===== src/logic/sor_pkg.sv =====
package sor_pkg;

    // byte offsets inside the high-page window served by this block
    localparam logic [7:0] SOR_OFF_RESET_STATUS = 8'h00;
    localparam logic [7:0] SOR_OFF_DEBUG_FORCE  = 8'h01;
    localparam logic [7:0] SOR_OFF_OPTIONS_ONE  = 8'h02;
    localparam logic [7:0] SOR_OFF_OPTIONS_TWO  = 8'h03;
    localparam logic [7:0] SOR_OFF_PART_ID_HIGH = 8'h06;
    localparam logic [7:0] SOR_OFF_PART_ID_LOW  = 8'h07;

    // debug force-reset field
    localparam int SOR_FORCE_RESET_BIT = 0;

    // options one field positions
    localparam int SOR_O1_TIMEOUT_HI = 7;
    localparam int SOR_O1_TIMEOUT_LO = 6;
    localparam int SOR_O1_STOP_EN    = 5;
    localparam int SOR_O1_I2C_SEL    = 2;

    // options two field positions
    localparam int SOR_O2_WD_CLK_SEL = 7;
    localparam int SOR_O2_WD_WINDOW  = 6;
    localparam int SOR_O2_CMP_CAPT   = 4;
    localparam int SOR_O2_T2_CH1_SEL = 3;
    localparam int SOR_O2_T2_CH0_SEL = 2;
    localparam int SOR_O2_T1_CH1_SEL = 1;
    localparam int SOR_O2_T1_CH0_SEL = 0;

    // implemented bits, write-once bits and reset values
    localparam logic [7:0] SOR_O1_IMPL_MASK = 8'hE4;
    localparam logic [7:0] SOR_O2_IMPL_MASK = 8'hDF;
    localparam logic [7:0] SOR_O2_ONCE_MASK = 8'hC0;
    localparam logic [7:0] SOR_O1_RESET     = 8'hC0;
    localparam logic [7:0] SOR_O2_RESET     = 8'h00;
    localparam logic [7:0] SOR_READ_ZERO    = 8'h00;

    // identification high byte layout
    localparam int         SOR_IDH_TIE_BIT = 7;
    localparam logic [2:0] SOR_IDH_RSVD    = 3'h0;

    // watchdog service keys
    localparam logic [7:0] SOR_KEY_FIRST  = 8'h55;
    localparam logic [7:0] SOR_KEY_SECOND = 8'hAA;

    // watchdog period exponents: base plus step per timeout select code
    localparam int         SOR_WD_CNT_W    = 20;
    localparam logic [4:0] SOR_WD_STEP_MID = 5'h03;
    localparam logic [4:0] SOR_WD_STEP_TOP = 5'h05;

    typedef enum logic {SOR_SVC_IDLE, SOR_SVC_ARMED} sor_svc_t;

endpackage


===== src/logic/sor_wdog_if.sv =====
interface sor_wdog_if;
    import sor_pkg::*;

    logic [1:0] timeout_sel;
    logic       clk_sel;
    logic       window_en;
    logic       status_wr;
    logic [7:0] status_data;
    logic       expire;

    modport ctl (
        output timeout_sel,
        output clk_sel,
        output window_en,
        output status_wr,
        output status_data,
        input  expire
    );

    modport wdt (
        input  timeout_sel,
        input  clk_sel,
        input  window_en,
        input  status_wr,
        input  status_data,
        output expire
    );
endinterface


===== src/logic/sor_watchdog.sv =====
module sor_watchdog
    import sor_pkg::*;
#(
    parameter logic [4:0] SLOW_EXP_BASE = 5'h05,
    parameter logic [4:0] BUS_EXP_BASE  = 5'h0D
)
(
    input  wire logic mclk_i,
    input  wire logic reset_i,
    input  wire logic lpo_tick_i,
    sor_wdog_if.wdt   wd
);

    logic [SOR_WD_CNT_W-1:0] count;
    logic [SOR_WD_CNT_W-1:0] next_count;
    sor_svc_t                svc;
    sor_svc_t                next_svc;
    logic                    expire;
    logic                    next_expire;

    function automatic logic [SOR_WD_CNT_W-1:0] period_of(input logic [1:0] sel,
                                                          input logic       bus);
        logic [4:0] e;
        e = bus ? BUS_EXP_BASE : SLOW_EXP_BASE;
        unique case (sel)
            2'h2:    e = e + SOR_WD_STEP_MID;
            2'h3:    e = e + SOR_WD_STEP_TOP;
            default: e = e;
        endcase
        return SOR_WD_CNT_W'(1) << e;
    endfunction

    logic [SOR_WD_CNT_W-1:0] period;
    logic [SOR_WD_CNT_W-1:0] window_start;
    logic                    enabled;
    logic                    tick;
    logic                    window_open;

    always_comb
    begin
        period       = period_of(wd.timeout_sel, wd.clk_sel);
        window_start = period - (period >> 2);
        enabled      = wd.timeout_sel != 2'h0;
        // watchdog clock choice
        tick         = wd.clk_sel | lpo_tick_i;
        // window only counts with the bus clock
        window_open  = !(wd.window_en && wd.clk_sel) || count >= window_start;
    end

    always_comb
    begin
        next_count  = count;
        next_svc    = svc;
        next_expire = 1'b0;
        if (!enabled)
        begin
            next_count = '0;
            next_svc   = SOR_SVC_IDLE;
        end
        else
        begin
            if (tick)
            begin
                if (count == period - 1'b1)
                begin
                    next_expire = 1'b1;
                    next_count  = '0;
                end
                else
                begin
                    next_count = count + 1'b1;
                end
            end
            if (wd.status_wr)
            begin
                if (!window_open)
                begin
                    next_expire = 1'b1;
                end
                else if (wd.status_data == SOR_KEY_FIRST)
                begin
                    next_svc = SOR_SVC_ARMED;
                end
                else if (wd.status_data == SOR_KEY_SECOND)
                begin
                    if (svc == SOR_SVC_ARMED)
                    begin
                        next_count = '0;
                    end
                    next_svc = SOR_SVC_IDLE;
                end
                else
                begin
                    next_expire = 1'b1;
                end
            end
        end
    end

    always_ff @(posedge mclk_i)
    begin
        if (reset_i)
        begin
            count  <= '0;
            svc    <= SOR_SVC_IDLE;
            expire <= 1'b0;
        end
        else
        begin
            count  <= next_count;
            svc    <= next_svc;
            expire <= next_expire;
        end
    end

    assign wd.expire = expire;

endmodule


===== src/logic/sor_system_options.sv =====
//////////////////////////////////////////////////////////////////////////////////////////
module sor_system_options
    import sor_pkg::*;
#(
    // arbitrary neutral part number
    parameter logic [11:0] PART_NUMBER   = 12'h5C3,
    parameter logic [4:0]  SLOW_EXP_BASE = 5'h05,
    parameter logic [4:0]  BUS_EXP_BASE  = 5'h0D
)
(
    input  wire logic       mclk_i,
    input  wire logic       reset_i,
    input  wire logic [7:0] addr_i,
    input  wire logic       wr_en_i,
    input  wire logic [7:0] wr_data_i,
    input  wire logic       rd_en_i,
    input  wire logic       bdm_access_i,
    input  wire logic       lpo_tick_i,
    input  wire logic       stop_exec_i,
    input  wire logic       cmp_out_i,
    input  wire logic       timer1_ch0_pin_i,
    output logic     [7:0]  rd_data_o,
    output logic            force_reset_o,
    output logic            illegal_op_reset_o,
    output logic            stop_enter_o,
    output logic            wdog_reset_o,
    output logic            stop_mode_enable_o,
    output logic            i2c_pin_select_o,
    output logic            comparator_to_capture_o,
    output logic            timer1_ch0_capture_o,
    output logic            timer2_ch1_pin_select_o,
    output logic            timer2_ch0_pin_select_o,
    output logic            timer1_ch1_pin_select_o,
    output logic            timer1_ch0_pin_select_o
);

    //////////////////////////////////////////////////////////////////////////////////////
    // address decode

    function automatic logic reg_write(input logic       en,
                                       input logic [7:0] addr,
                                       input logic [7:0] off);
        return en && (addr == off);
    endfunction

    logic wr_status;
    logic wr_debug;
    logic wr_opt_one;
    logic wr_opt_two;

    always_comb
    begin
        // user and debug writes decode alike; only the force bit checks the path
        wr_status  = reg_write(wr_en_i, addr_i, SOR_OFF_RESET_STATUS);
        wr_debug   = reg_write(wr_en_i, addr_i, SOR_OFF_DEBUG_FORCE);
        wr_opt_one = reg_write(wr_en_i, addr_i, SOR_OFF_OPTIONS_ONE);
        wr_opt_two = reg_write(wr_en_i, addr_i, SOR_OFF_OPTIONS_TWO);
    end

    //////////////////////////////////////////////////////////////////////////////////////
    // option registers and their write-once locks

    logic [7:0] system_options_one;
    logic [7:0] next_system_options_one;
    logic [7:0] system_options_two;
    logic [7:0] next_system_options_two;
    logic       one_locked;
    logic       next_one_locked;
    logic       two_locked;
    logic       next_two_locked;

    always_comb
    begin
        next_system_options_one = system_options_one;
        next_one_locked         = one_locked;
        next_system_options_two = system_options_two;
        next_two_locked         = two_locked;
        // the lock also guards against a runaway program rewriting the settings
        if (wr_opt_one && !one_locked)
        begin
            next_system_options_one = wr_data_i & SOR_O1_IMPL_MASK;
            next_one_locked         = 1'b1;
        end
        if (wr_opt_two)
        begin
            // free bits always follow, write-once bits only on the first write
            next_system_options_two = (system_options_two & SOR_O2_ONCE_MASK)
                                    | (wr_data_i & SOR_O2_IMPL_MASK & ~SOR_O2_ONCE_MASK);
            if (!two_locked)
            begin
                next_system_options_two = wr_data_i & SOR_O2_IMPL_MASK;
            end
            next_two_locked = 1'b1;
        end
    end

    always_ff @(posedge mclk_i)
    begin
        if (reset_i)
        begin
            // any reset source reopens the registers
            system_options_one <= SOR_O1_RESET;
            one_locked         <= 1'b0;
            system_options_two <= SOR_O2_RESET;
            two_locked         <= 1'b0;
        end
        else
        begin
            system_options_one <= next_system_options_one;
            one_locked         <= next_one_locked;
            system_options_two <= next_system_options_two;
            two_locked         <= next_two_locked;
        end
    end

    //////////////////////////////////////////////////////////////////////////////////////
    // watchdog

    sor_wdog_if wd_link ();

    always_comb
    begin
        wd_link.timeout_sel = system_options_one[SOR_O1_TIMEOUT_HI:SOR_O1_TIMEOUT_LO];
        wd_link.clk_sel     = system_options_two[SOR_O2_WD_CLK_SEL];
        wd_link.window_en   = system_options_two[SOR_O2_WD_WINDOW];
        // key order and window timing are tracked inside the watchdog, not here
        wd_link.status_wr   = wr_status;
        wd_link.status_data = wr_data_i;
    end

    sor_watchdog #(
        .SLOW_EXP_BASE (SLOW_EXP_BASE),
        .BUS_EXP_BASE  (BUS_EXP_BASE)
    ) u_watchdog (
        .mclk_i     (mclk_i),
        .reset_i    (reset_i),
        .lpo_tick_i (lpo_tick_i),
        .wd         (wd_link.wdt)
    );

    assign wdog_reset_o = wd_link.expire;

    //////////////////////////////////////////////////////////////////////////////////////
    // reset requests and stop handling

    logic next_force_reset;
    logic next_illegal_op_reset;
    logic next_stop_enter;

    always_comb
    begin
        // only the background debug path may set the force bit
        next_force_reset      = wr_debug && bdm_access_i && wr_data_i[SOR_FORCE_RESET_BIT];
        next_illegal_op_reset = 1'b0;
        next_stop_enter       = 1'b0;
        if (stop_exec_i)
        begin
            if (system_options_one[SOR_O1_STOP_EN])
            begin
                next_stop_enter = 1'b1;
            end
            else
            begin
                next_illegal_op_reset = 1'b1;
            end
        end
    end

    always_ff @(posedge mclk_i)
    begin
        if (reset_i)
        begin
            force_reset_o      <= 1'b0;
            illegal_op_reset_o <= 1'b0;
            stop_enter_o       <= 1'b0;
        end
        else
        begin
            force_reset_o      <= next_force_reset;
            illegal_op_reset_o <= next_illegal_op_reset;
            stop_enter_o       <= next_stop_enter;
        end
    end

    //////////////////////////////////////////////////////////////////////////////////////
    // pin placement and routing outputs

    logic next_capture;
    logic next_stop_mode_enable;
    logic next_i2c_pin_select;
    logic next_comparator_to_capture;
    logic next_timer2_ch1_pin_select;
    logic next_timer2_ch0_pin_select;
    logic next_timer1_ch1_pin_select;
    logic next_timer1_ch0_pin_select;

    always_comb
    begin
        // copies follow the register's next value so they change on the write's own edge
        next_stop_mode_enable      = next_system_options_one[SOR_O1_STOP_EN];
        next_i2c_pin_select        = next_system_options_one[SOR_O1_I2C_SEL];
        next_comparator_to_capture = next_system_options_two[SOR_O2_CMP_CAPT];
        next_timer2_ch1_pin_select = next_system_options_two[SOR_O2_T2_CH1_SEL];
        next_timer2_ch0_pin_select = next_system_options_two[SOR_O2_T2_CH0_SEL];
        next_timer1_ch1_pin_select = next_system_options_two[SOR_O2_T1_CH1_SEL];
        next_timer1_ch0_pin_select = next_system_options_two[SOR_O2_T1_CH0_SEL];
        // comparator replaces the pin only when routing is on
        next_capture = system_options_two[SOR_O2_CMP_CAPT] ? cmp_out_i
                                                           : timer1_ch0_pin_i;
    end

    always_ff @(posedge mclk_i)
    begin
        if (reset_i)
        begin
            stop_mode_enable_o      <= SOR_O1_RESET[SOR_O1_STOP_EN];
            i2c_pin_select_o        <= SOR_O1_RESET[SOR_O1_I2C_SEL];
            comparator_to_capture_o <= SOR_O2_RESET[SOR_O2_CMP_CAPT];
            timer1_ch0_capture_o    <= 1'b0;
            timer2_ch1_pin_select_o <= SOR_O2_RESET[SOR_O2_T2_CH1_SEL];
            timer2_ch0_pin_select_o <= SOR_O2_RESET[SOR_O2_T2_CH0_SEL];
            timer1_ch1_pin_select_o <= SOR_O2_RESET[SOR_O2_T1_CH1_SEL];
            timer1_ch0_pin_select_o <= SOR_O2_RESET[SOR_O2_T1_CH0_SEL];
        end
        else
        begin
            stop_mode_enable_o      <= next_stop_mode_enable;
            i2c_pin_select_o        <= next_i2c_pin_select;
            comparator_to_capture_o <= next_comparator_to_capture;
            timer1_ch0_capture_o    <= next_capture;
            timer2_ch1_pin_select_o <= next_timer2_ch1_pin_select;
            timer2_ch0_pin_select_o <= next_timer2_ch0_pin_select;
            timer1_ch1_pin_select_o <= next_timer1_ch1_pin_select;
            timer1_ch0_pin_select_o <= next_timer1_ch0_pin_select;
        end
    end

    //////////////////////////////////////////////////////////////////////////////////////
    // read port

    logic [7:0] part_id_high;
    logic [7:0] part_id_low;
    logic [7:0] next_rd_data;

    always_comb
    begin
        // tie-off bit, reserved as zero, upper part number nibble
        part_id_high = {1'b1, SOR_IDH_RSVD, PART_NUMBER[11:8]};
        part_id_low  = PART_NUMBER[7:0];
        // reads have no side effects, so a stray read never disturbs a lock
        next_rd_data = rd_data_o;
        if (rd_en_i)
        begin
            unique case (addr_i)
                SOR_OFF_DEBUG_FORCE:  next_rd_data = SOR_READ_ZERO;
                SOR_OFF_OPTIONS_ONE:  next_rd_data = system_options_one;
                SOR_OFF_OPTIONS_TWO:  next_rd_data = system_options_two;
                SOR_OFF_PART_ID_HIGH: next_rd_data = part_id_high;
                SOR_OFF_PART_ID_LOW:  next_rd_data = part_id_low;
                // reset status lives elsewhere; unmapped reads give zero
                default:              next_rd_data = SOR_READ_ZERO;
            endcase
        end
    end

    always_ff @(posedge mclk_i)
    begin
        if (reset_i)
        begin
            rd_data_o <= SOR_READ_ZERO;
        end
        else
        begin
            rd_data_o <= next_rd_data;
        end
    end

endmodule


===== config.mk =====
export PLATFORM = sky130hd
export DESIGN_NAME = sor_system_options
export DESIGN_NICKNAME = d
export VERILOG_FILES = /design/src/logic/sor_pkg.sv /design/src/logic/sor_wdog_if.sv /design/src/logic/sor_watchdog.sv /design/src/logic/sor_system_options.sv
export SDC_FILE = /design/constraint.sdc
export NUM_CORES = 1
export LEC_CHECK = 0
export BUFFER_PORTS_ARGS = -buffer_cell sky130_fd_sc_hd__buf_2
export CAP_MARGIN = 20
export CORE_MARGIN = 2
export CORE_UTILIZATION = 45
export DETAILED_ROUTE_END_ITERATION = 7
export PLACE_DENSITY = 0.64
export SYNTH_ARGS = -nofsm -noshare
export SYNTH_HDL_FRONTEND = slang
export SYNTH_HIERARCHICAL = 1
export SYNTH_SLANG_ARGS = --single-unit

===== constraint.sdc =====
create_clock -name mclk_i -period 9.45 [get_ports mclk_i]
set_input_delay 0.945 -clock mclk_i [delete_from_list [all_inputs] [get_ports mclk_i]]
set_output_delay 0.945 -clock mclk_i [all_outputs]
set_load 0.1 [all_outputs]

==> metrics.md <==
| Metric | Value |
|---|---|
| Post-Place Worst Slack | `between 3 and 4 ns` |
| Post-synth top area share | `23.51%` |
| Crit-path cells | `inv_1 -> ha_1 -> inv_1 -> nor3_1 -> inv_1 -> ha_1 -> and2_1 -> a221oi_1 -> a311oi_1 -> o31ai_1 -> mux2_2 -> a2111oi_0 -> ha_1 -> and4_1 -> o311ai_0 -> a41o_1 -> nor2_1 -> buf_4 -> nor4_1` |
| Via count | `3,581` |
| Largest family of logic cells by synthesized area | `simple AND/OR/NAND/NOR gates` |
| CP delay by family, top | `compound AO/OA/AOI/OAI gates` |
| Pwr Total | `0.4377 mW` |
| Leak | `1.889 nW` |
| Max_slew headroom | `between 30% and 40%` |
| Max FO, Critical Path | `20` |
| Gr usage total | `20.79%` |
| Period minus WS final | `a little under 6 ns` |
| Critical Path Start Type | `register` |
| H-tree Lvls | `2` |
| Area grow syn2layout | `10.19%` |
| Yosys cell types | `75` |
| Chip Height | `98.31 µm` |
| Die area | `9665 µm²` |
| Seq/Total Area, Yosys | `23.51%` |
| Layout Cells excl Fill | `628` |
| Measured slew at the worst slew-check pin | `0.8899 ns` |
| Setup crit end kind | `register` |
| CP required | `9.67 ns` |
| Core Rows | `34` |
| Syn Std Cell Area | `4003 µm²` |
| Post-route setup TNS | `0 ns` |
| Final GP Congestion | `0.9117` |
| Net count reported at finish | `approximately 600` |
| Worst-path clk slew | `0.09 ns` |
| Initial antenna violation count | `0` |
| Clk_lat worst skew | `roughly 0.31 ns` |
| Max-slew violation count | `0` |
| Worst r2r path cells | `19` |
| WS Path Type | `register to register` |
| Final Hold Fails | `0` |
| Worst min path class | `register to register` |
| CTS root buf | `clkbuf_8` |
| Max clock buf depth | `2` |
| Final WL | `a little under 10,000 µm` |
| Maxcap violations | `0` |
| Top_reg_cell synth | `dfxtp_1` |
| Antenna cells | `0` |
| CTS Buf Count | `5` |
| Most frequent cell after synthesis | `dfxtp_1` |
| Post-Synth Adder-Cell Area | `12.38%` |
| Post-synth ARST share | `0%` |
| # DRC | `0` |
| CTS tree | `built` |
| Worst VDD drop | `0.00006462 V` |
| First-pass GRT wire length | `16,750 µm` |
| CORE AREA | `8678 µm²` |
| PnR worst setup slack | `around 3.6 ns` |
| Layout cell share with drive strength beyond 1 | `15.00%` |
| RSZ-0062 raised after global routing | `false` |
| Starting DRC count in detailed routing | `between 150 and 200` |
| Synth area leaders | `dfxtp_1 (24%), ha_1 (12%), nand2b_1 (4.8%)` |
| Fmax achieved | `172.0 MHz` |
| Stages on worst setup path | `19` |
| Mux contribution to synthesized area | `3.532%` |
| Setup Buffers After CTS | `0` |
| Xor/xnor cell area share of the yosys netlist | `7.659%` |
| Final antenna-violating net count | `0` |
| Detailed Routing Iterations Pass 1 | `4` |
| Number of flops mapped to enable cells by yosys | `0` |
| Post-synthesis simple-gate area fraction | `between 30% and 40%` |
| Hold depth | `2` |
| Post_cts resized | `0` |
| Ys Warns | `6` |
| Vias in the first global route | `3,507` |
| Wire per inst | `15.66 µm` |
| Fin crit share | `between 60% and 70%` |
| PD cells | `between 90 and 100 nW/µm²` |
| Final setup viols | `0` |
| Number of vias per cell | `5.702` |
| IO buf count | `44` |
| Largest area contributor in the netlist | `dfxtp_1` |
| Largest net degree at the start of global routing | `40` |
| Synth Area in Compound Gates | `around 17%` |
| Slowest CP cell | `dfxtp_1` |
| Status | `finished clean` |
| Synth top cells by count | `dfxtp_1 (47), ha_1 (38), nor2_1 (36)` |
| Hold slack | `0.4664 ns` |
| I/O Pins | `between 40 and 50` |
| Synth Instances | `471` |
| Total congestion overflow | `0` |
| CP Buf/Inv Count | `4` |
| Dpl cells | `619` |
| Initial Util | `46.12%` |
| Die W | `98.31 µm` |
| Post-CTS Hold Fix Bufs | `0` |
| Critical path's largest stage delay | `0.68 ns` |
| #FFs+latches synth | `47` |
| Sink Count | `47` |
| Clock Skew | `0.007199 ns` |
| Syn Area/Cell | `8.498 µm²` |
| DP HPWL | `7599 µm` |
| Arr. time, crit path | `about 6.0 ns` |
-- sequential cells by signal (all words and copies together), names as in the netlist, 4 cells and up --
| name | cells |
|---|---|
| system_options_two | 7 |
| rd_data_o | 8 |
| system_options_one | 4 |
| u_watchdog/count | 20 |
-- report_power, final --
| part | total (mW) | leakage [nW] | switching (mW) | internal, mW |
|---|---|---|---|---|
| sequential | 0.200 | 0.379 | 0.00108 | 0.199 |
| clock | 0.159 | 0.0618 | 0.0718 | 0.0871 |
| combinational | 0.0783 | 1.45 | 0.0461 | 0.0323 |
| total | 0.438 | 1.89 | 0.119 | 0.319 |
-- routing by layer --
metal  GRT usage [%]  wire length (µm)
met5               0                 0
met4           3.899                66
met3           2.147               361
met2           38.25              4985
met1           26.39              4421
-- kinds of logic after synthesis --
kind of cell               count (synthesis)
adders and majority gates                 39
xor gates and xnor gates                  35
AOI/OAI and AO/OA                         96
DFF                                       47
muxes                                     14
and+or+nand+nor                          194
buffers and inverters                     44
other                                      2
-- per-stage QoR --
| stage | cell area (µm²) | utilization [%] |
|---|---|---|
| floorplan | 4070 | - |
| global route | 4410 | 50.82 |
| global placement | 4274 | 49.25 |
| CTS | 4395 | 50.65 |
| finish | 4410 | 50.82 |
| detailed placement | 4274 | 49.25 |
-- cells in the final DEF (no fill, tap or decap), types with 4 or more instances in the layout --
| master | Yosys | layout |
|---|---|---|
| dfxtp_1 | 47 | 47 |
| a31oi_1 | 5 | 5 |
| nor4_1 | 9 | 9 |
| nand3_1 | 14 | 14 |
| xor2_1 | 15 | 15 |
| o31ai_1 | 4 | 4 |
| o21ai_0 | 16 | 16 |
| nor3_1 | 12 | 12 |
| nor2b_1 | 7 | 7 |
| and3_1 | 6 | 6 |
| nand2b_1 | 31 | 31 |
| or3_1 | 5 | 5 |
| clkbuf_8 | 0 | 6 |
| nand4b_1 | 4 | 4 |
| nor4_2 | 10 | 10 |
| nand2_1 | 26 | 26 |
| ha_1 | 38 | 38 |
| nor2_1 | 36 | 36 |
| buf_2 | 2 | 44 |
| xnor2_1 | 20 | 20 |
| a21o_1 | 5 | 5 |
| o21a_1 | 4 | 4 |
| nand4_1 | 5 | 5 |
| inv_1 | 21 | 21 |
| a211oi_1 | 4 | 4 |
| a21oi_1 | 23 | 23 |
| conb_1 | 2 | 20 |
| mux2i_1 | 13 | 13 |
-- worst register-to-register path, delay by kind of cell (launching register included) --
family | cells | cell delay, ns
simple gates | 5 | 1.07
compound gates | 6 | 1.84
buf+inv | 4 | 0.62
flops | 1 | 0.68
mux | 1 | 0.37
fa+ha+maj | 3 | 1.15
-- layout make-up --
class	instances	area (µm²)
clock buffers	6	82.58
clock inverters	2	38.79
fillers	886	4268
inverters	21	78.83
multi-input cells	398	2892
flip-flops and latches	47	940.9
well taps	108	135.1
repair buffers	46	242.7
-- final timing paths --
| path | end | start | slack (ns) |
|---|---|---|---|
| setup / recovery | u_watchdog/count[11]$_SDFF_PP0_ | system_options_two[7]$_SDFFE_PP0P_ | 3.63 |
| hold / removal | two_locked$_SDFFE_PP0P_ | two_locked$_SDFFE_PP0P_ | 0.47 |
| setup reg to reg | u_watchdog/count[11]$_SDFF_PP0_ | system_options_two[7]$_SDFFE_PP0P_ | 3.63 |
| hold reg to reg | two_locked$_SDFFE_PP0P_ | two_locked$_SDFFE_PP0P_ | 0.47 |
(Power assumes the default switching activity.)
